$ cat config.mk
export PLATFORM = sky130hd
export DESIGN_NAME = pmr_mode_setpoint_regs
export DESIGN_NICKNAME = d
export VERILOG_FILES = /design/src/hw/pmr_pkg.sv /design/src/hw/pmr_sp_if.sv /design/src/hw/pmr_otp_setpoint.sv /design/src/hw/pmr_mode_setpoint_regs.sv
export VERILOG_INCLUDE_DIRS = /design/src /design/src/hw
export SDC_FILE = /design/constraint.sdc
export NUM_CORES = 1
export LEC_CHECK = 0
export ABC_AREA = 1
export BUFFER_PORTS_ARGS = -buffer_cell sky130_fd_sc_hd__buf_2
export CAP_MARGIN = 30
export CORE_MARGIN = 10
export CORE_UTILIZATION = 55
export CTS_BUF_LIST = sky130_fd_sc_hd__clkbuf_4
export CTS_CLUSTER_DIAMETER = 120
export CTS_CLUSTER_SIZE = 8
export DETAILED_ROUTE_END_ITERATION = 8
export HOLD_SLACK_MARGIN = 0.03
export PLACE_DENSITY = 0.81
export REMOVE_ABC_BUFFERS = 1
export SLEW_MARGIN = 20
export SYNTH_ARGS = -nofsm -noshare
export SYNTH_HDL_FRONTEND = slang
export SYNTH_HIERARCHICAL = 1
export SYNTH_SLANG_ARGS = --single-unit
$ cat constraint.sdc
create_clock -name clk_sys -period 1.42 [get_ports clk_sys]
set_clock_uncertainty 0.05 [all_clocks]
set_input_delay 0.142 -clock clk_sys [delete_from_list [all_inputs] [get_ports clk_sys]]
set_output_delay 0.142 -clock clk_sys [all_outputs]
set_load 0.05 [all_outputs]
$ cat src/hw/pmr_consts.svh
// register map, field positions, reset values and behaviour summary of the mode/set-point block
// Behaviour
// mode bit 7 selects sense amplifier gain: 0 gives 20 V/V, 1 gives 40 V/V.
// mode bit 6 enables input overcurrent detection; detection sets status D1 and fault pin.
// mode bit 4 selects boost: 0 current mode, 1 voltage mode.
// mode bit 3 forces variable rail into PWM; 0 allows automatic pulse skipping.
// mode bit 0 forces the overvoltage MOSFET off; 0 leaves protection circuit in charge.
// rail set point is a 6-bit code; 00h invalid, 01h first valid.
// first change of rail set point from 00h to nonzero sets lockout bit 7.
// once locked, rail set point writes are ignored until power cycle.
// rail set point register stays readable including the lockout flag.
// rail runs only when its enable is 1 and set point above 00h.
// rail faults reach the fault pin only while the rail is running.
// LED current set point is 6-bit, 1 mA per step; 00h invalid.
// host should change LED current by at most 16 mA per write.
// LED current set point has no lockout and accepts any rewrite.
// in current mode, reaching the boost voltage threshold latches boost off at once.
// host restarts boost after overvoltage by clear-faults then enable, or power cycle.
// boost overvoltage code 01h is 13.4 V, 300 mV steps; 00h invalid.
// boost voltage set point is programmable once in both modes, then locked.
// enable register holds per-converter enables; 1 enables, 0 disables.
// a converter turned off by a fault has its enable bit cleared.
// reserved and don't-care bits ignore writes and read as zero.
`ifndef PMR_CONSTS_SVH
`define PMR_CONSTS_SVH
`define PMR_ADDR_ENABLE    8'h07
`define PMR_ADDR_MODE      8'h09
`define PMR_ADDR_RAIL_SP   8'h0A
`define PMR_ADDR_LED_SP    8'h0B
`define PMR_ADDR_BOOST_SP  8'h0C
`define PMR_ADDR_FLT_STAT  8'h0D
`define PMR_SP_W           6
`define PMR_LOCK_BIT       7
`define PMR_MODE_GAIN      7
`define PMR_MODE_OCFLG     6
`define PMR_MODE_BSTMODE   4
`define PMR_MODE_FPWM      3
`define PMR_MODE_OVERVOLTAGE_SWITCH_OFF     0
`define PMR_EN_BOOST       4
`define PMR_EN_RAIL        3
`define PMR_FS_BSTFLT1     7
`define PMR_FS_BSTFLT0     6
`define PMR_FS_VOKFLT      5
`define PMR_FS_INPUT_OVERCURRENT_STATUS        1
`define PMR_MODE_MASK      8'hD9
`define PMR_EN_MASK        8'h18
`define PMR_RESET_BYTE     8'h00
`define PMR_SP_INVALID     6'h00
`endif

$ cat src/hw/pmr_pkg.sv
// shared types of the mode/set-point block
package pmr_pkg;
  typedef logic [7:0] pmr_byte_t;
  typedef logic [5:0] pmr_code_t;
endpackage

$ cat src/hw/pmr_sp_if.sv
// write and state signals of one lockable set-point register
`timescale 1ns/100ps
interface pmr_sp_if #(parameter int W = 6);
  logic         wr;
  logic [W-1:0] wdata;
  logic [W-1:0] code;
  logic         lock;
  modport ctrl (output wr, output wdata, input code, input lock);
  modport regs (input wr, input wdata, output code, output lock);
endinterface

$ cat src/hw/pmr_otp_setpoint.sv
// one-time programmable set point with lockout flag
`timescale 1ns/100ps
`include "pmr_consts.svh"
module pmr_otp_setpoint #(
  parameter int W = 6
) (
  input  wire logic clk_sys,
  input  wire logic srst,
  pmr_sp_if.regs    sp
);
  // writing 00h while unlocked leaves it open: only a valid code counts
  always_ff @(posedge clk_sys) begin
    if (srst) begin
      sp.code <= '0;
      sp.lock <= 1'b0;
    end else if (sp.wr && !sp.lock) begin
      sp.code <= sp.wdata;
      if (sp.wdata != '0) begin
        sp.lock <= 1'b1;
      end
    end
  end
endmodule // pmr_otp_setpoint

$ cat src/hw/pmr_mode_setpoint_regs.sv
// mode, set-point, enable and fault-status registers of the power controller
`timescale 1ns/100ps
`include "pmr_consts.svh"
module pmr_mode_setpoint_regs #(
  parameter int SP_W = `PMR_SP_W
) (
  input  wire logic              clk_sys,
  input  wire logic              srst,
  input  wire logic              reg_wr,
  input  wire logic              reg_rd,
  input  wire logic [7:0]        reg_addr,
  input  wire logic [7:0]        reg_wdata,
  output      logic [7:0]        reg_rdata,
  input  wire logic              clear_faults_command,
  input  wire logic              input_overcurrent_sensed,
  input  wire logic              boost_ov_reached,
  input  wire logic              variable_rail_fault,
  output      logic              sense_gain_select,
  output      logic              input_overcurrent_flag_enable,
  output      logic              boost_mode_select,
  output      logic              force_pwm_variable_rail,
  output      logic              overvoltage_switch_off,
  output      logic              variable_rail_on,
  output      logic [SP_W-1:0]   rail_voltage_code,
  output      logic              boost_converter_on,
  output      logic [SP_W-1:0]   led_current_code,
  output      logic [SP_W-1:0]   boost_voltage_code,
  output      logic              fault_pin_n
);
  pmr_sp_if #(.W(SP_W)) rail_sp ();
  pmr_sp_if #(.W(SP_W)) boost_sp ();

  pmr_pkg::pmr_byte_t mode_q;
  pmr_pkg::pmr_byte_t enable_q;
  pmr_pkg::pmr_byte_t fstat_q;
  pmr_pkg::pmr_code_t led_sp_q;
  logic               rail_run;
  logic               boost_run;
  logic               boost_ov_hit;
  logic               oc_hit;
  logic               rail_hit;
  logic               wr_mode;
  logic               wr_en;
  logic               wr_led;

  assign wr_mode = reg_wr && (reg_addr == `PMR_ADDR_MODE);
  assign wr_en   = reg_wr && (reg_addr == `PMR_ADDR_ENABLE);
  assign wr_led  = reg_wr && (reg_addr == `PMR_ADDR_LED_SP);

  assign rail_sp.wr     = reg_wr && (reg_addr == `PMR_ADDR_RAIL_SP);
  assign rail_sp.wdata  = reg_wdata[SP_W-1:0];
  assign boost_sp.wr    = reg_wr && (reg_addr == `PMR_ADDR_BOOST_SP);
  assign boost_sp.wdata = reg_wdata[SP_W-1:0];

  pmr_otp_setpoint #(.W(SP_W)) u_rail_sp (
    .clk_sys (clk_sys),
    .srst    (srst),
    .sp      (rail_sp)
  );

  pmr_otp_setpoint #(.W(SP_W)) u_boost_sp (
    .clk_sys (clk_sys),
    .srst    (srst),
    .sp      (boost_sp)
  );

  // run conditions: enable bit set and active set point valid
  assign rail_run = enable_q[`PMR_EN_RAIL] &&
                    (rail_sp.code != `PMR_SP_INVALID);
  // current mode regulates to the LED current, voltage mode to the voltage set point
  assign boost_run = enable_q[`PMR_EN_BOOST] &&
                     (mode_q[`PMR_MODE_BSTMODE] ? (boost_sp.code != `PMR_SP_INVALID)
                                                 : (led_sp_q != `PMR_SP_INVALID));

  // fault events, each qualified by the state that makes it meaningful
  assign oc_hit       = input_overcurrent_sensed && mode_q[`PMR_MODE_OCFLG];
  assign rail_hit     = variable_rail_fault && rail_run;
  assign boost_ov_hit = boost_ov_reached && boost_run &&
                        !mode_q[`PMR_MODE_BSTMODE] &&
                        (boost_sp.code != `PMR_SP_INVALID);

  always_ff @(posedge clk_sys) begin
    if (srst) begin
      mode_q <= `PMR_RESET_BYTE;
    end else if (wr_mode) begin
      mode_q <= reg_wdata & `PMR_MODE_MASK;
    end
  end

  // LED current freely rewritable, no lockout
  always_ff @(posedge clk_sys) begin
    if (srst) begin
      led_sp_q <= `PMR_SP_INVALID;
    end else if (wr_led) begin
      led_sp_q <= reg_wdata[SP_W-1:0];
    end
  end

  // a fault clears its converter's enable; it beats a same-cycle host write
  always_ff @(posedge clk_sys) begin
    if (srst) begin
      enable_q <= `PMR_RESET_BYTE;
    end else begin
      if (wr_en) begin
        enable_q <= reg_wdata & `PMR_EN_MASK;
      end
      if (rail_hit) begin
        enable_q[`PMR_EN_RAIL] <= 1'b0;
      end
      if (boost_ov_hit) begin
        enable_q[`PMR_EN_BOOST] <= 1'b0;
      end
    end
  end

  // status bits sticky; a new event wins over the clear command
  always_ff @(posedge clk_sys) begin
    if (srst) begin
      fstat_q <= `PMR_RESET_BYTE;
    end else begin
      if (clear_faults_command) begin
        fstat_q <= `PMR_RESET_BYTE;
      end
      if (oc_hit) begin
        fstat_q[`PMR_FS_INPUT_OVERCURRENT_STATUS] <= 1'b1;
      end
      if (rail_hit) begin
        fstat_q[`PMR_FS_VOKFLT] <= 1'b1;
      end
      if (boost_ov_hit) begin
        fstat_q[`PMR_FS_BSTFLT1] <= 1'b0;
        fstat_q[`PMR_FS_BSTFLT0] <= 1'b1;
      end
    end
  end

  // mode outputs and run flags, all registered
  always_ff @(posedge clk_sys) begin
    if (srst) begin
      sense_gain_select             <= 1'b0;
      input_overcurrent_flag_enable <= 1'b0;
      boost_mode_select             <= 1'b0;
      force_pwm_variable_rail       <= 1'b0;
      overvoltage_switch_off        <= 1'b0;
      variable_rail_on              <= 1'b0;
      boost_converter_on            <= 1'b0;
      rail_voltage_code             <= '0;
      led_current_code              <= '0;
      boost_voltage_code            <= '0;
    end else begin
      sense_gain_select             <= mode_q[`PMR_MODE_GAIN];
      input_overcurrent_flag_enable <= mode_q[`PMR_MODE_OCFLG];
      boost_mode_select             <= mode_q[`PMR_MODE_BSTMODE];
      force_pwm_variable_rail       <= mode_q[`PMR_MODE_FPWM];
      overvoltage_switch_off        <= mode_q[`PMR_MODE_OVERVOLTAGE_SWITCH_OFF];
      // boost drops the cycle the overvoltage is seen, not a cycle later
      variable_rail_on              <= rail_run && !rail_hit;
      boost_converter_on            <= boost_run && !boost_ov_hit;
      rail_voltage_code             <= rail_sp.code;
      led_current_code              <= led_sp_q;
      boost_voltage_code            <= boost_sp.code;
    end
  end

  // pin low while any status bit stands or an event arrives this cycle
  always_ff @(posedge clk_sys) begin
    if (srst) begin
      fault_pin_n <= 1'b1;
    end else begin
      fault_pin_n <= !((fstat_q != `PMR_RESET_BYTE) || oc_hit ||
                       rail_hit || boost_ov_hit);
    end
  end

  // read data registered; unmapped addresses read zero
  always_ff @(posedge clk_sys) begin
    if (srst) begin
      reg_rdata <= `PMR_RESET_BYTE;
    end else if (reg_rd) begin
      case (reg_addr)
        `PMR_ADDR_ENABLE:   reg_rdata <= enable_q;
        `PMR_ADDR_MODE:     reg_rdata <= mode_q;
        `PMR_ADDR_RAIL_SP:  reg_rdata <= {rail_sp.lock, 1'b0, rail_sp.code};
        `PMR_ADDR_LED_SP:   reg_rdata <= {2'b00, led_sp_q};
        `PMR_ADDR_BOOST_SP: reg_rdata <= {boost_sp.lock, 1'b0, boost_sp.code};
        `PMR_ADDR_FLT_STAT: reg_rdata <= fstat_q;
        default:            reg_rdata <= `PMR_RESET_BYTE;
      endcase
    end
  end
endmodule // pmr_mode_setpoint_regs

Word level (Yosys, flattened, before mapping)
Cells that the tools add are included.
- equal/unequal tests: 6
- mux-type cells: 6
- reduce and logical (&&, ||, !) cells: 37
- operator list (cell ; count):
    8-bit case mux with 6 select lines ; 1
    8-bit by 4-bit equality test with 1-bit output (second input constant) ; 5
    6-bit nonzero test ; 4
    1-bit logical AND ; 16
    8-bit by 3-bit equality test with 1-bit output (second input constant) ; 1
    8-bit nonzero test ; 1
    7-bit 2-to-1 mux ; 1
    1-bit zero test ; 6
    2-bit nonzero test ; 3
    1-bit 2-to-1 mux ; 4
    2-bit AND reduction ; 2
    2-bit OR reduction ; 2
    1-bit logical OR ; 3
- output and inout port bits: 34
- logic and storage cells: 72
- bits in registers: 64
- input port bits: 24

Logic depth before layout (Yosys ltp)
Gate-level depths: netlist of run 1.
- depth after elaboration: 8
- mapped depth: 10
- gate-level depth less buffers: 9

Modules after synthesis
Netlist of run 1, hierarchy kept.
- by module, submodules not included (module ; cells an instance ; area each (sq um) ; sequential area each (sq um) ; instances):
    pmr_mode_setpoint_regs ; 267 ; 2075.7 ; 1001.0 ; 1
    pmr_otp_setpoint ; 34 ; 254.0 ; 140.1 ; 2

Worst setup path before layout of run 1
No wires, ideal clock.
- kind: input port to flip-flop
- start point: in reg_addr[4]
- end point: reg u_rail_sp.sp.code[0]
- library setup time: 70 ps
- path buffers: 1
- slack: 247 ps
- data arrival time: 1053 ps
- stages on the path: 10
- data required time: 1300 ps
- cells stage by stage: inv_1 -> nand2_2 -> nor2_4 -> buf_6 -> nand2_2 -> nor2_1 -> nand2_2 -> inv_2 -> nand2_1 -> a21oi_1
- cells in the longest elaborated chain, start to end: 3
- RTL lines (item ; line ; text):
    from (decl) ; pmr_mode_setpoint_regs.sv:11 ; input wire logic [7:0] reg_addr,
    8-bit by 4-bit equality test with 1-bit output ; -- ;
    1-bit logical AND ; pmr_mode_setpoint_regs.sv:50 ; assign rail_sp.wr = reg_wr && (reg_addr == `PMR_ADDR_RAIL_SP);
    net rail_sp.wr ; pmr_sp_if.sv:4 ; logic wr;
    1-bit logical AND ; pmr_otp_setpoint.sv:16 ; end else if (sp.wr && !sp.lock) begin
    to (signal assigned) ; pmr_otp_setpoint.sv:17 ; sp.code <= sp.wdata;
    to (decl) ; pmr_sp_if.sv:9 ; modport regs (input wr, input wdata, output code, output lock);
The timed path passes the listed nets, and every way through them passes these cells.
A chain may end at the register's enable or synchronous reset.

Worst setup path after layout of run 1
- start point: reg mode_q[4]
- end point: reg fault_pin_n
- cells in the longest elaborated chain, start to end: 7
- elaborated cells on any way between the ends: 8
- classes of those cells: 1 x mux; 7 x reduce/logical
- RTL lines (item ; line ; text):
    from (decl) ; pmr_mode_setpoint_regs.sv:33 ; pmr_pkg::pmr_byte_t mode_q;
    from (signal assigned) ; pmr_mode_setpoint_regs.sv:84 ; mode_q <= `PMR_RESET_BYTE;
    from (signal assigned) ; pmr_mode_setpoint_regs.sv:86 ; mode_q <= reg_wdata & `PMR_MODE_MASK;
    1-bit 2-to-1 mux ; pmr_mode_setpoint_regs.sv:72 ; (mode_q[`PMR_MODE_BSTMODE] ? (boost_sp.code != `PMR_SP_INVALID)
    1-bit logical AND ; pmr_mode_setpoint_regs.sv:71 ; assign boost_run = enable_q[`PMR_EN_BOOST] &&
    1-bit logical AND ; pmr_mode_setpoint_regs.sv:78 ; assign boost_ov_hit = boost_ov_reached && boost_run &&
    1-bit logical AND * (2 in series) ; pmr_mode_setpoint_regs.sv:78 ;
    1-bit logical OR * ; pmr_mode_setpoint_regs.sv:170 ; fault_pin_n <= !((fstat_q != `PMR_RESET_BYTE) || oc_hit ||
    1-bit zero test * ; pmr_mode_setpoint_regs.sv:170 ;
    to (signal assigned) ; pmr_mode_setpoint_regs.sv:170 ;
    to (decl) ; pmr_mode_setpoint_regs.sv:28 ; output logic fault_pin_n
Every way passes the cells marked *; elsewhere a longest branch is shown, timed or not.

==> impl_metrics.prom, run 1 <==
# TYPE chip_impl_metric gauge
chip_impl_metric{name="drtAntennaViolNets",unit=""} 0
chip_impl_metric{name="cts.htree.levels",unit=""} 3
chip_impl_metric{name="drc",unit=""} 0
chip_impl_info{name="most_area_consuming_cells_after_synthesis",value="sky130_fd_sc_hd__dfxtp_1, sky130_fd_sc_hd__nand2_1, sky130_fd_sc_hd__a21oi_1"} 1
chip_impl_metric{name="post-cts-setup-buffer-count",unit=""} 0
chip_impl_metric{name="grtUsageTotal",unit=""} 0.187
chip_impl_metric{name="final_hold_viol_count",unit=""} 0
chip_impl_metric{name="slew-limit-headroom",unit=""} 0.661
chip_impl_metric{name="initialDrtViolationCount",unit=""} 252
chip_impl_metric{name="io_pins",unit=""} 58
chip_impl_info{name="grt_setup_unrepaired",value="no"} 1
chip_impl_metric{name="detail_route.wirelength",unit="um"} 6940
chip_impl_metric{name="row_count",unit=""} 24
chip_impl_metric{name="ir_worst_vdd",unit="uV"} 694
chip_impl_metric{name="grt_max_degree",unit=""} 28
chip_impl_metric{name="post_synth.cell_area_avg",unit="um2"} 7.71
chip_impl_metric{name="yosysWarnings",unit=""} 6
chip_impl_info{name="critPathCaptureType",value="flop"} 1
chip_impl_metric{name="antenna_cells_inserted",unit=""} 0
chip_impl_metric{name="final-setup-viol-count",unit=""} 0
chip_impl_metric{name="max-cap-violations",unit=""} 0
chip_impl_metric{name="path_clk_slew",unit="ns"} 0.10
chip_impl_metric{name="static-leakage-power",unit="nW"} 1.43
chip_impl_metric{name="pwr-share-comb",unit=""} 0.060
chip_impl_info{name="worstHoldPathType",value="primary input to flop"} 1
chip_impl_metric{name="finalNetCount",unit=""} 442
chip_impl_metric{name="layout_min_cycle_time",unit="ns"} 1.34
chip_impl_metric{name="critPathArrivalTime",unit="ns"} 1.57
chip_impl_metric{name="post_detailed_route_via_to_cell_ratio",unit=""} 5.30
chip_impl_metric{name="synth-async-reset-ratio",unit=""} 0
chip_impl_metric{name="drive_above_1_share",unit=""} 0.261
chip_impl_metric{name="floorplan.die.height",unit="um"} 88.5
chip_impl_metric{name="drt_first_pass_iters",unit=""} 5
chip_impl_metric{name="detail_route.wl_per_cell",unit="um"} 14.6
chip_impl_metric{name="layout_utilization",unit=""} 0.730
chip_impl_metric{name="powerDensity",unit="nW/um2"} 1020
chip_impl_metric{name="post_synthesis_register_bit_count",unit=""} 64
chip_impl_metric{name="vias",unit=""} 2511
chip_impl_info{name="worst-setup-path-type",value="flop to flop"} 1
chip_impl_metric{name="finalCritPeriodShare",unit=""} 0.943
chip_impl_metric{name="report.final.slew_viol_count",unit=""} 0
chip_impl_metric{name="number_of_global_route_vias_before_repair",unit=""} 2496
chip_impl_metric{name="grt_pass1_wl",unit="um"} 11500
chip_impl_metric{name="dp.final_hpwl",unit="um"} 4970
chip_impl_info{name="clockRootBuffer",value="sky130_fd_sc_hd__clkbuf_4"} 1
chip_impl_info{name="tritoncts",value="built"} 1
chip_impl_info{name="start_kind",value="flop"} 1
chip_impl_metric{name="worst-slew-pin-transition",unit="ns"} 0.507
chip_impl_metric{name="synth_edf_count",unit=""} 0
chip_impl_metric{name="io_buffer_count",unit=""} 57
chip_impl_metric{name="post_synth_inst_count",unit=""} 335
chip_impl_metric{name="place.gp.congestion",unit=""} 0.930
chip_impl_metric{name="swShare",unit=""} 0.222
chip_impl_metric{name="crit_required",unit="ns"} 1.65
chip_impl_metric{name="switchingPower",unit="mW"} 0.736
chip_impl_metric{name="post-route-cell-area",unit="um2"} 3250
chip_impl_metric{name="critical_path.max_fanout",unit=""} 3
chip_impl_info{name="synth_top_area_cell",value="sky130_fd_sc_hd__dfxtp_1"} 1
chip_impl_info{name="synth_flop_cell",value="sky130_fd_sc_hd__dfxtp_1"} 1
chip_impl_info{name="status",value="complete, no violations"} 1
chip_impl_metric{name="synth.top_cell.area_share",unit=""} 0.496
chip_impl_metric{name="design.die.area",unit="um2"} 7840
chip_impl_metric{name="pre_cts_slack",unit="ns"} -0.0931
chip_impl_metric{name="clock_insertion_delay_worst_skew",unit="ns"} 0.40
chip_impl_metric{name="synth.lib_cells_used.distinct",unit=""} 26
chip_impl_metric{name="setup_ws",unit="ns"} 0.0805
chip_impl_metric{name="postPlaceCellArea",unit="um2"} 2970
chip_impl_metric{name="cellInternalPower",unit="mW"} 2.58
chip_impl_metric{name="fp.coreArea",unit="um2"} 4440
chip_impl_metric{name="dieWidth",unit="um"} 88.5
chip_impl_metric{name="antenna_found_initial",unit=""} 0
chip_impl_metric{name="grt_overflow_total",unit=""} 0
chip_impl_metric{name="share_of_total_power_in_sequential_cells",unit=""} 0.542
chip_impl_metric{name="cts_buffers",unit=""} 9
chip_impl_metric{name="worst_case_clock_buffer_depth",unit=""} 2
chip_impl_metric{name="syn2layout_area_growth",unit="%"} 25.6
chip_impl_metric{name="floorplan.initialDensity",unit=""} 0.581
chip_impl_metric{name="cts_sinks",unit=""} 64
chip_impl_metric{name="seq_area_frac_synth",unit=""} 0.496
chip_impl_metric{name="max_freq",unit="GHz"} 0.747
chip_impl_metric{name="clock_power_share",unit=""} 0.399
chip_impl_metric{name="netlist_area",unit="um2"} 2580
==> metrics by stage <==
| step | hold slack (ns) | total power [mW] | setup TNS, ns | std cells |
|---|---|---|---|---|
| 2_1_floorplan | 0.154 | 1.91 | -0.350 | 326 |
| 3_3_place_gp | 0.278 | 2.00 | -0.479 | 447 |
| 3_5_place_dp | 0.284 | 2.01 | -1.09 | 447 |
| 4_1_cts | 0.0733 | 3.33 | 0 | 474 |
| 5_1_grt | 0.0967 | 3.41 | 0 | 474 |
| 6_report | 0.0939 | 3.32 | 0 | 474 |
==> sequential cells by signal, summed over array words and instances (netlist names), 2 cells and up <==
name / flops
mode_q: 5
enable_q: 2
led_sp_q: 6
rail_voltage_code: 6
boost_voltage_code: 6
u_rail_sp/sp.code: 6
fstat_q: 3
u_boost_sp/sp.code: 6
led_current_code: 6
reg_rdata: 8
==> area by class of cell <==
type                       count  area, um2
sequential                    64       1280
multi-input combinational    219       1090
tap                           52       65.1
fill                         356       1200
inverter                      43        161
clock inverter                 5       72.6
timing repair buffer          81        495
clock buffer                  10       75.1
==> worst paths after layout <==
| path | slack (ns) | cells after the start | to | startpoint |
|---|---|---|---|---|
| min | 0.09 | 3 | mode_q[6] | reg_wr |
| max reg2reg | 0.08 | 7 | fault_pin_n | mode_q[4] |
| min reg2reg | 0.42 | 2 | reg_rdata[3] | reg_rdata[3] |
| max | 0.08 | 7 | fault_pin_n | mode_q[4] |
==> synthesized netlist by cell type, types with 2 or more instances <==
| library cell | count |
|---|---|
| sky130_fd_sc_hd__nand2_1 | 59 |
| sky130_fd_sc_hd__a21oi_1 | 36 |
| sky130_fd_sc_hd__a21oi_2 | 2 |
| sky130_fd_sc_hd__nand2_4 | 2 |
| sky130_fd_sc_hd__o21ai_0 | 8 |
| sky130_fd_sc_hd__o211ai_2 | 2 |
| sky130_fd_sc_hd__nand4_1 | 2 |
| sky130_fd_sc_hd__o21bai_1 | 2 |
| sky130_fd_sc_hd__inv_2 | 2 |
| sky130_fd_sc_hd__o21ai_1 | 10 |
| sky130_fd_sc_hd__o21ai_2 | 2 |
| sky130_fd_sc_hd__nor3_1 | 2 |
| sky130_fd_sc_hd__buf_6 | 2 |
| sky130_fd_sc_hd__inv_1 | 40 |
| sky130_fd_sc_hd__nor2_1 | 41 |
| sky130_fd_sc_hd__dfxtp_1 | 64 |
| sky130_fd_sc_hd__buf_2 | 2 |
| sky130_fd_sc_hd__clkbuf_1 | 4 |
| sky130_fd_sc_hd__nand3_1 | 35 |
| sky130_fd_sc_hd__nand2_2 | 7 |
| sky130_fd_sc_hd__nor2_4 | 6 |
==> layout by cell type (no fill, tap or decap) <==
cell | synthesis | layout
sky130_fd_sc_hd__nor3_1 | 2 | 2
sky130_fd_sc_hd__nor2_2 | 1 | 1
sky130_fd_sc_hd__o21ai_1 | 10 | 10
sky130_fd_sc_hd__o21ai_0 | 8 | 8
sky130_fd_sc_hd__clkbuf_4 | 0 | 10
sky130_fd_sc_hd__o211ai_2 | 2 | 2
sky130_fd_sc_hd__nand2_1 | 59 | 59
sky130_fd_sc_hd__clkinv_1 | 1 | 3
sky130_fd_sc_hd__dfxtp_1 | 64 | 64
sky130_fd_sc_hd__buf_2 | 2 | 57
sky130_fd_sc_hd__nor2_1 | 41 | 41
sky130_fd_sc_hd__a21oi_2 | 2 | 3
sky130_fd_sc_hd__dlygate4sd3_1 | 0 | 12
sky130_fd_sc_hd__clkinv_2 | 0 | 1
sky130_fd_sc_hd__nand3_4 | 1 | 1
sky130_fd_sc_hd__inv_1 | 40 | 40
sky130_fd_sc_hd__nand4_1 | 2 | 2
sky130_fd_sc_hd__bufinv_16 | 0 | 2
sky130_fd_sc_hd__buf_4 | 1 | 12
sky130_fd_sc_hd__nand2_2 | 7 | 7
sky130_fd_sc_hd__nand2_4 | 2 | 2
sky130_fd_sc_hd__nand3_1 | 35 | 34
sky130_fd_sc_hd__nand3_2 | 1 | 2
sky130_fd_sc_hd__a21oi_1 | 36 | 35
sky130_fd_sc_hd__nor2_4 | 6 | 6
sky130_fd_sc_hd__o21ai_2 | 2 | 2
sky130_fd_sc_hd__inv_2 | 2 | 2
sky130_fd_sc_hd__o21bai_1 | 2 | 2
==> cells by family after synthesis <==
| logic type | count (synthesis) | synth area share |
|---|---|---|
| compound gates | 62 | 0.134 |
| buf+inv | 52 | 0.0838 |
| flops | 64 | 0.496 |
| simple gates | 157 | 0.287 |
==> layer usage <==
layer,up-vias,wire (um),track usage
met3,13,542,0.0478
met1,1143,2910,0.213
li1,1239,-,-
met4,0,138,0.104
met5,-,0,0
met2,116,3350,0.312
==> timing repair <==
item	CTS	global route
endpoints found under the setup margin	0	3
hold buffers	12	0
resized for setup	0	2
hold endpoints to repair	27	0
==> worst max-delay path: stages (launching register included) <==
cell and delay [ns]:
sky130_fd_sc_hd__dfxtp_1 0.40, sky130_fd_sc_hd__inv_1 0.08, sky130_fd_sc_hd__nand3_1 0.09, sky130_fd_sc_hd__nor3_1 0.06, sky130_fd_sc_hd__a21oi_2 0.21, sky130_fd_sc_hd__nand3_2 0.14
sky130_fd_sc_hd__nand2_1 0.13, sky130_fd_sc_hd__nand2_1 0.06
==> power by group through the flow <==
stage / clock network, mW / registers (mW) / logic [mW]
after floorplan: 0 / 1.84 / 0.0665
after global placement: 0 / 1.84 / 0.166
after detailed placement: 0 / 1.84 / 0.168
after CTS: 1.34 / 1.80 / 0.195
after global routing: 1.39 / 1.80 / 0.219
final: 1.32 / 1.80 / 0.199
Note: power is estimated with default switching activity, not from simulation.
==> run 2, diff against run 1 <==
--- a/config.mk
+++ b/config.mk
@@ -6,17 +6,16 @@
 export SDC_FILE = /design/constraint.sdc
 export NUM_CORES = 1
 export LEC_CHECK = 0
-export ABC_AREA = 1
 export BUFFER_PORTS_ARGS = -buffer_cell sky130_fd_sc_hd__buf_2
 export CAP_MARGIN = 30
 export CORE_MARGIN = 10
-export CORE_UTILIZATION = 55
+export CORE_UTILIZATION = 56
 export CTS_BUF_LIST = sky130_fd_sc_hd__clkbuf_4
 export CTS_CLUSTER_DIAMETER = 120
 export CTS_CLUSTER_SIZE = 8
 export DETAILED_ROUTE_END_ITERATION = 8
 export HOLD_SLACK_MARGIN = 0.03
-export PLACE_DENSITY = 0.81
+export PLACE_DENSITY = 0.82
 export REMOVE_ABC_BUFFERS = 1
 export SLEW_MARGIN = 20
 export SYNTH_ARGS = -nofsm -noshare
==> run 2 against run 1 <==
Effect of this change:
- the flow now finishes with violations (setup timing)
- register-to-register slack got worse by 0.28 ns
- sequential share of layout area decreased by 2.4 points
- final cell count decreased by 11%
- power decreased by 8.9%
- largest power group unchanged
- highest routed layer unchanged
==> impl_metrics.prom, run 2 <==
# TYPE chip_impl_metric gauge
chip_impl_metric{name="largest_register_ffs",unit=""} 8
chip_impl_info{name="synth_top_area_cell",value="sky130_fd_sc_hd__dfxtp_1"} 1
chip_impl_metric{name="finalNetCount",unit=""} 388
chip_impl_metric{name="synth.top_cell.area_share",unit=""} 0.491
chip_impl_metric{name="synth.lib_cells_used.distinct",unit=""} 44
chip_impl_info{name="grt_setup_unrepaired",value="yes"} 1
chip_impl_metric{name="cp_num_buf_inv",unit=""} 1
chip_impl_metric{name="syn2layout_area_growth",unit="%"} 32.6
chip_impl_metric{name="slew-limit-headroom",unit=""} 0.783
chip_impl_info{name="crit_path_cell_trace",value="or4_4, o41ai_2, buf_4, nand2b_4, a41o_1"} 1
chip_impl_metric{name="worst_path_largest_cell_delay",unit="ns"} 0.53
chip_impl_metric{name="place.gp.congestion",unit=""} 0.935
chip_impl_metric{name="io_buffer_count",unit=""} 57
chip_impl_metric{name="dieWidth",unit="um"} 88.3
chip_impl_metric{name="drive_above_1_share",unit=""} 0.339
chip_impl_metric{name="drtAntennaViolNets",unit=""} 0
chip_impl_metric{name="final_hold_viol_count",unit=""} 0
chip_impl_metric{name="path_clk_slew",unit="ns"} 0.10
chip_impl_info{name="violated_checks",value="setup timing"} 1
chip_impl_metric{name="worst-r2r-setup-slack",unit="ns"} -0.20
chip_impl_metric{name="drt_first_pass_iters",unit=""} 6
chip_impl_metric{name="clock_insertion_delay_worst_skew",unit="ns"} 0.39
chip_impl_metric{name="io_pins",unit=""} 58
chip_impl_metric{name="post_synth_inst_count",unit=""} 260
chip_impl_metric{name="detail_route.wl_per_cell",unit="um"} 17.3
chip_impl_info{name="most_area_consuming_cells_after_synthesis",value="sky130_fd_sc_hd__dfxtp_1, sky130_fd_sc_hd__mux2i_1, sky130_fd_sc_hd__nor2b_1"} 1
chip_impl_metric{name="cts_buffers",unit=""} 9
chip_impl_info{name="reg2reg_to",value="fault_pin_n"} 1
chip_impl_metric{name="worst-slew-pin-transition",unit="ns"} 0.323
chip_impl_metric{name="yosysWarnings",unit=""} 6
chip_impl_metric{name="critPathArrivalTime",unit="ns"} 1.90
chip_impl_metric{name="number_of_global_route_vias_before_repair",unit=""} 2445
chip_impl_metric{name="cts_sinks",unit=""} 64
chip_impl_metric{name="static-leakage-power",unit="nW"} 1.48
chip_impl_metric{name="synth-async-reset-ratio",unit=""} 0
chip_impl_info{name="clockRootBuffer",value="sky130_fd_sc_hd__clkbuf_4"} 1
chip_impl_metric{name="floorplan.initialDensity",unit=""} 0.588
chip_impl_metric{name="fp.coreArea",unit="um2"} 4440
chip_impl_info{name="final_common_cell",value="sky130_fd_sc_hd__dfxtp_1"} 1
chip_impl_metric{name="post_detailed_route_via_to_cell_ratio",unit=""} 5.58
chip_impl_info{name="worstReg2RegStart",value="led_sp_q[3]"} 1
chip_impl_metric{name="ir_worst_vdd",unit="uV"} 652
chip_impl_metric{name="floorplan.die.height",unit="um"} 88.3
chip_impl_metric{name="grt_pass1_wl",unit="um"} 11700
chip_impl_metric{name="worst_case_clock_buffer_depth",unit=""} 2
chip_impl_info{name="tritoncts",value="built"} 1
chip_impl_metric{name="dp.final_hpwl",unit="um"} 5290
chip_impl_metric{name="final-setup-viol-count",unit=""} 7
chip_impl_info{name="max_flop_register",value="reg_rdata"} 1
chip_impl_metric{name="crit_required",unit="ns"} 1.70
chip_impl_info{name="final_cell_mix",value="sky130_fd_sc_hd__dfxtp_1, sky130_fd_sc_hd__buf_2, sky130_fd_sc_hd__buf_4, sky130_fd_sc_hd__mux2i_1, sky130_fd_sc_hd__nor2_1"} 1
chip_impl_metric{name="report.final.slew_viol_count",unit=""} 0
chip_impl_metric{name="design.die.area",unit="um2"} 7790
chip_impl_metric{name="post_synth.cell_area_avg",unit="um2"} 10.0
chip_impl_info{name="worst-setup-path-type",value="flop to flop"} 1
chip_impl_metric{name="finalPower",unit="mW"} 3.02
chip_impl_metric{name="finalCritPeriodShare",unit=""} 1.14
chip_impl_metric{name="hold_ws",unit="ns"} 0.0875
chip_impl_metric{name="critical_path.max_fanout",unit=""} 3
chip_impl_metric{name="hold_depth",unit=""} 3
chip_impl_info{name="synth_most_common_cell",value="sky130_fd_sc_hd__dfxtp_1"} 1
chip_impl_info{name="status",value="complete, but fails checks"} 1
chip_impl_info{name="synth_top_cells_by_count",value="sky130_fd_sc_hd__dfxtp_1, sky130_fd_sc_hd__mux2i_1, sky130_fd_sc_hd__nor2_1"} 1
chip_impl_info{name="hold_path.startpoint",value="reg_wdata[0]"} 1
chip_impl_metric{name="cts.htree.levels",unit=""} 3
chip_impl_metric{name="timing.reg2reg.worst_path_depth",unit=""} 5
chip_impl_metric{name="num-fill-cells",unit=""} 303
chip_impl_info{name="synth_flop_cell",value="sky130_fd_sc_hd__dfxtp_1"} 1
chip_impl_info{name="critPathCaptureType",value="flop"} 1
chip_impl_metric{name="setup_ws",unit="ns"} -0.201
chip_impl_info{name="start_kind",value="flop"} 1
chip_impl_metric{name="antenna_found_initial",unit=""} 0
chip_impl_metric{name="antenna_cells_inserted",unit=""} 0
chip_impl_info{name="worstHoldPathType",value="primary input to flop"} 1
chip_impl_metric{name="post-cts-setup-buffer-count",unit=""} 0
chip_impl_metric{name="vias",unit=""} 2350
chip_impl_metric{name="initialDrtViolationCount",unit=""} 171
chip_impl_metric{name="post_synthesis_register_bit_count",unit=""} 64
chip_impl_info{name="critical_path.slowest_cell",value="sky130_fd_sc_hd__or4_4"} 1
chip_impl_metric{name="seq_area_frac_synth",unit=""} 0.491
chip_impl_metric{name="grt_max_degree",unit=""} 30
chip_impl_metric{name="detail_route.wirelength",unit="um"} 7280
chip_impl_metric{name="grtUsageTotal",unit=""} 0.194
chip_impl_metric{name="powerDensity",unit="nW/um2"} 873
chip_impl_info{name="worst_path_dominant_cell_family",value="simple AND/OR/NAND/NOR gates"} 1
chip_impl_metric{name="grt_overflow_total",unit=""} 0
chip_impl_info{name="whs_endpoint",value="led_sp_q[0]"} 1
chip_impl_metric{name="drc",unit=""} 0
chip_impl_metric{name="layout_min_cycle_time",unit="ns"} 1.62
chip_impl_metric{name="max-cap-violations",unit=""} 0
chip_impl_metric{name="synth_edf_count",unit=""} 0
chip_impl_metric{name="row_count",unit=""} 24
chip_impl_metric{name="netlist_area",unit="um2"} 2610
chip_impl_metric{name="max_freq",unit="GHz"} 0.617
-- run 2: changes by cell type in the layout (fill, tap and decap cells not counted), sizes merged, moves of 26 or more --
| cell | delta |
|---|---|
| nand2 | -62 |
| a21oi | -26 |
| inv | -38 |
| nand3 | -37 |
| nor2b | +28 |
| mux2i | +30 |
-- run 2: area by class of cell --
| cell class | instances | area, um2 | area share |
|---|---|---|---|
| clock inverter | 5 | 23.8 | 0.00687 |
| clock buffer | 11 | 82.6 | 0.0239 |
| multi-input combinational | 180 | 1280 | 0.369 |
| inverter | 4 | 15.0 | 0.00434 |
| tap | 52 | 65.1 | 0.0188 |
| sequential | 64 | 1280 | 0.371 |
| timing repair buffer | 105 | 713 | 0.206 |
-- run 2: what timing repair did --
action                                 4_1_cts  5_1_grt
hold buffers                                12        0
setup endpoints to repair                    7       12
resized for setup                            8        2
endpoints found under the hold margin       18        0
-- run 2: kinds of logic (layout without fill, tap and decap cells) --
family,Yosys count,count (layout),share of synthesized area
AOI/OAI and AO/OA,36,36,0.0954
buffers and inverters,16,125,0.0311
DFF,64,64,0.491
muxes,34,34,0.132
and+or+nand+nor,110,110,0.251
-- run 2: tightest hold or removal path, delay by kind of cell --
kind	cells	cell delay, ns
buffers and inverters	1	0.18
multiplexers	1	0.10
AND/OR/NAND/NOR	1	0.07
-- run 2: worst max path at each step --
stage	to	cells past startpoint	startpoint
2_1_floorplan	enable_q[3]	4	reg_addr[5]
3_3_place_gp	enable_q[4]	5	reg_addr[5]
3_5_place_dp	enable_q[3]	5	reg_addr[5]
4_1_cts	fault_pin_n	5	led_sp_q[3]
5_1_grt	fault_pin_n	5	led_sp_q[4]
6_report	fault_pin_n	5	led_sp_q[3]
-- run 2: layer usage --
layer / track usage / vias up / share of wire
met2: 0.332 / 102 / 0.51
met4: 0.0793 / 0 / 0.014
met5: 0 / - / 0
met1: 0.222 / 1105 / 0.41
met3: 0.0570 / 9 / 0.072
li1: - / 1134 / -
-- run 2: where the power goes --
group / total, mW / internal (mW) / switching [mW] / leakage [nW]
sequential: 1.80 / 1.79 / 0.00111 / 0.517
clock: 0.988 / 0.380 / 0.608 / 0.0594
combinational: 0.237 / 0.108 / 0.128 / 0.907
-- run 2: metrics by stage --
step	cell area [um2]	worst slack (ns)	util	std cells	TNS (ns)
final	3460	-0.201	0.779	421	-0.850
after global routing	3460	-0.253	0.779	421	-1.14
after CTS	3470	-0.201	0.780	422	-0.795
after detailed placement	3210	-0.413	0.722	394	-7.07
after global placement	3210	-0.357	0.722	394	-6.21
after floorplan	2540	-0.230	-	248	-1.90
==> run 3, diff against run 2 <==
--- a/config.mk
+++ b/config.mk
@@ -6,17 +6,19 @@
 export SDC_FILE = /design/constraint.sdc
 export NUM_CORES = 1
 export LEC_CHECK = 0
-export BUFFER_PORTS_ARGS = -buffer_cell sky130_fd_sc_hd__buf_2
 export CAP_MARGIN = 30
+export CORE_ASPECT_RATIO = 0.9
 export CORE_MARGIN = 10
-export CORE_UTILIZATION = 56
+export CORE_UTILIZATION = 60
 export CTS_BUF_LIST = sky130_fd_sc_hd__clkbuf_4
 export CTS_CLUSTER_DIAMETER = 120
 export CTS_CLUSTER_SIZE = 8
 export DETAILED_ROUTE_END_ITERATION = 8
+export DONT_BUFFER_PORTS = 1
 export HOLD_SLACK_MARGIN = 0.03
-export PLACE_DENSITY = 0.82
+export PLACE_DENSITY = 0.76
 export REMOVE_ABC_BUFFERS = 1
+export SETUP_SLACK_MARGIN = 0.1
 export SLEW_MARGIN = 20
 export SYNTH_ARGS = -nofsm -noshare
 export SYNTH_HDL_FRONTEND = slang
==> run 3 against run 2 <==
Effect of this change:
- the flow still finishes with violations (setup timing)
- die area is 5.1% lower
- count of clock-buffer cells in the layout down 2
- final cell count shrank 11%
==> impl_metrics.prom, run 3 (synthesis gave the netlist of run 2 again) <==
# TYPE chip_impl_metric gauge
chip_impl_metric{name="io_buffer_count",unit=""} 0
chip_impl_metric{name="fp.coreArea",unit="um2"} 4130
chip_impl_metric{name="number_of_global_route_vias_before_repair",unit=""} 2336
chip_impl_info{name="critPathCaptureType",value="flop"} 1
chip_impl_metric{name="finalCritPeriodShare",unit=""} 1.14
chip_impl_metric{name="vias",unit=""} 2274
chip_impl_info{name="worstReg2RegStart",value="led_sp_q[3]"} 1
chip_impl_info{name="hold_path.startpoint",value="reg_addr[1]"} 1
chip_impl_metric{name="worst_path_largest_cell_delay",unit="ns"} 0.54
chip_impl_metric{name="critical_path.max_fanout",unit=""} 3
chip_impl_metric{name="setup_ws",unit="ns"} -0.198
chip_impl_info{name="clockRootBuffer",value="sky130_fd_sc_hd__clkbuf_4"} 1
chip_impl_metric{name="antenna_cells_inserted",unit=""} 0
chip_impl_info{name="start_kind",value="flop"} 1
chip_impl_metric{name="grt_overflow_total",unit=""} 0
chip_impl_metric{name="cts_sinks",unit=""} 64
chip_impl_metric{name="pre_cts_slack",unit="ns"} -0.297
chip_impl_metric{name="largest_register_ffs",unit=""} 8
chip_impl_info{name="whs_endpoint",value="reg_rdata[1]"} 1
chip_impl_metric{name="max-cap-violations",unit=""} 0
chip_impl_metric{name="ir_worst_vdd",unit="uV"} 673
chip_impl_metric{name="final-setup-viol-count",unit=""} 7
chip_impl_info{name="worst_path_dominant_cell_family",value="simple AND/OR/NAND/NOR gates"} 1
chip_impl_metric{name="worst-r2r-setup-slack",unit="ns"} -0.20
chip_impl_metric{name="max_freq",unit="GHz"} 0.618
chip_impl_metric{name="path_clk_slew",unit="ns"} 0.11
chip_impl_metric{name="hold_depth",unit=""} 4
chip_impl_metric{name="crit_required",unit="ns"} 1.72
chip_impl_metric{name="drc",unit=""} 0
chip_impl_metric{name="tns",unit="ns"} -0.929
chip_impl_metric{name="static-leakage-power",unit="nW"} 1.34
chip_impl_info{name="crit_path_cell_trace",value="or4_4, o41ai_4, nand2b_4, a41o_1"} 1
chip_impl_metric{name="layout_min_cycle_time",unit="ns"} 1.62
chip_impl_info{name="final_cell_mix",value="sky130_fd_sc_hd__dfxtp_1, sky130_fd_sc_hd__buf_4, sky130_fd_sc_hd__mux2i_1, sky130_fd_sc_hd__nor2_1, sky130_fd_sc_hd__dlygate4sd3_1"} 1
chip_impl_metric{name="grt_max_degree",unit=""} 53
chip_impl_metric{name="drtAntennaViolNets",unit=""} 0
chip_impl_metric{name="timing.reg2reg.worst_path_depth",unit=""} 4
chip_impl_metric{name="finalNetCount",unit=""} 346
chip_impl_metric{name="floorplan.initialDensity",unit=""} 0.632
chip_impl_info{name="status",value="complete, but fails checks"} 1
chip_impl_metric{name="slew-limit-headroom",unit=""} 0.655
chip_impl_metric{name="io_pins",unit=""} 58
chip_impl_metric{name="clock_insertion_delay_worst_skew",unit="ns"} 0.41
chip_impl_metric{name="row_count",unit=""} 22
chip_impl_metric{name="cp_num_buf_inv",unit=""} 0
chip_impl_metric{name="fin_cells",unit=""} 375
chip_impl_metric{name="cts_buffers",unit=""} 9
chip_impl_info{name="max_flop_register",value="reg_rdata"} 1
chip_impl_metric{name="grt_pass1_wl",unit="um"} 12100
chip_impl_metric{name="cts.htree.levels",unit=""} 3
chip_impl_info{name="final_common_cell",value="sky130_fd_sc_hd__dfxtp_1"} 1
chip_impl_metric{name="drive_above_1_share",unit=""} 0.211
chip_impl_metric{name="initialDrtViolationCount",unit=""} 287
chip_impl_metric{name="final_hold_viol_count",unit=""} 0
chip_impl_info{name="critical_path.slowest_cell",value="sky130_fd_sc_hd__or4_4"} 1
chip_impl_info{name="tritoncts",value="built"} 1
chip_impl_info{name="worst-setup-path-type",value="flop to flop"} 1
chip_impl_metric{name="post_detailed_route_via_to_cell_ratio",unit=""} 6.06
chip_impl_metric{name="detail_route.wirelength",unit="um"} 7630
chip_impl_metric{name="worst-slew-pin-transition",unit="ns"} 0.516
chip_impl_metric{name="critPathArrivalTime",unit="ns"} 1.92
chip_impl_metric{name="powerDensity",unit="nW/um2"} 1020
chip_impl_metric{name="report.final.slew_viol_count",unit=""} 0
chip_impl_metric{name="grtUsageTotal",unit=""} 0.218
chip_impl_metric{name="post-route-cell-area",unit="um2"} 3420
chip_impl_metric{name="place.gp.congestion",unit=""} 0.896
chip_impl_info{name="violated_checks",value="setup timing"} 1
chip_impl_metric{name="syn2layout_area_growth",unit="%"} 30.9
chip_impl_metric{name="dp.cells",unit=""} 328
chip_impl_metric{name="design.die.area",unit="um2"} 7390
chip_impl_metric{name="dieWidth",unit="um"} 89.5
chip_impl_metric{name="drt_first_pass_iters",unit=""} 4
chip_impl_metric{name="antenna_found_initial",unit=""} 0
chip_impl_metric{name="postPlaceCellArea",unit="um2"} 2860
chip_impl_info{name="worstHoldPathType",value="primary input to flop"} 1
chip_impl_metric{name="detail_route.wl_per_cell",unit="um"} 20.3
chip_impl_metric{name="worst_case_clock_buffer_depth",unit=""} 2
chip_impl_metric{name="dp.final_hpwl",unit="um"} 4630
chip_impl_info{name="grt_setup_unrepaired",value="yes"} 1
chip_impl_metric{name="floorplan.die.height",unit="um"} 82.6
chip_impl_metric{name="post-cts-setup-buffer-count",unit=""} 0
chip_impl_info{name="reg2reg_to",value="fault_pin_n"} 1
chip_impl_metric{name="finalPower",unit="mW"} 3.50
run 3: cell count changes in the layout (fill, tap and decap cells not counted), moves of 2 or more:
cell                            delta
sky130_fd_sc_hd__clkbuf_4          -2
sky130_fd_sc_hd__dlygate4sd3_1    +19
sky130_fd_sc_hd__buf_4             -3
sky130_fd_sc_hd__bufinv_16         +3
sky130_fd_sc_hd__dfxtp_2           +3
sky130_fd_sc_hd__dfxtp_1           -3
sky130_fd_sc_hd__buf_2            -57
run 3: worst max path at each step:
stage | end | slack, ns | from | cells after the start
2_1_floorplan | enable_q[3] | -0.23 | reg_addr[5] | 4
3_3_place_gp | enable_q[4] | -0.26 | reg_addr[5] | 4
3_5_place_dp | enable_q[3] | -0.30 | reg_addr[5] | 4
4_1_cts | fault_pin_n | -0.15 | led_sp_q[3] | 4
5_1_grt | fault_pin_n | -0.25 | led_sp_q[3] | 4
6_report | fault_pin_n | -0.20 | led_sp_q[3] | 4
run 3: what timing repair did:
| action | 4_1_cts | 5_1_grt |
|---|---|---|
| setup endpoints to repair | 7 | 21 |
| pin swaps | 0 | 1 |
| hold endpoints to repair | 64 | 2 |
| resized for setup | 7 | 9 |
| hold buffers | 30 | 2 |
run 3: worst reg2reg max path: cells and delay by family (launching register included):
kind	cells	cell delay (ns)
flip-flops	1	0.33
AO/OA/AOI/OAI	2	0.44
AND/OR/NAND/NOR	2	0.75
run 3: layout make-up:
type                            count  area, um2
Clock buffer                        9       67.6
Clock inverter                      7        110
Fill cell                         227        712
Inverter                            4       15.0
Multi-Input combinational cell    180       1300
Sequential cell                    64       1290
Tap cell                           48       60.1
Timing Repair Buffer               63        576
run 3: power by group:
part	switching, mW	internal [mW]
logic	0.0891	0.0831
clock network	0.652	0.877
registers	0.00280	1.79
run 3: per-layer routing:
metal / global-route usage / up-vias / wire length [um]
li1: - / 1045 / -
met1: 0.251 / 1095 / 2930
met2: 0.362 / 119 / 3690
met3: 0.0939 / 15 / 874
met4: 0.0635 / 0 / 133
met5: 0 / - / 0
run 3: per-stage QoR:
stage / utilization / hold slack (ns)
3_3_place_gp: 0.692 / 0.168
3_5_place_dp: 0.692 / 0.172
6_report: 0.828 / 0.0403
2_1_floorplan: - / 0.161
4_1_cts: 0.819 / 0.0464
5_1_grt: 0.828 / 0.0737
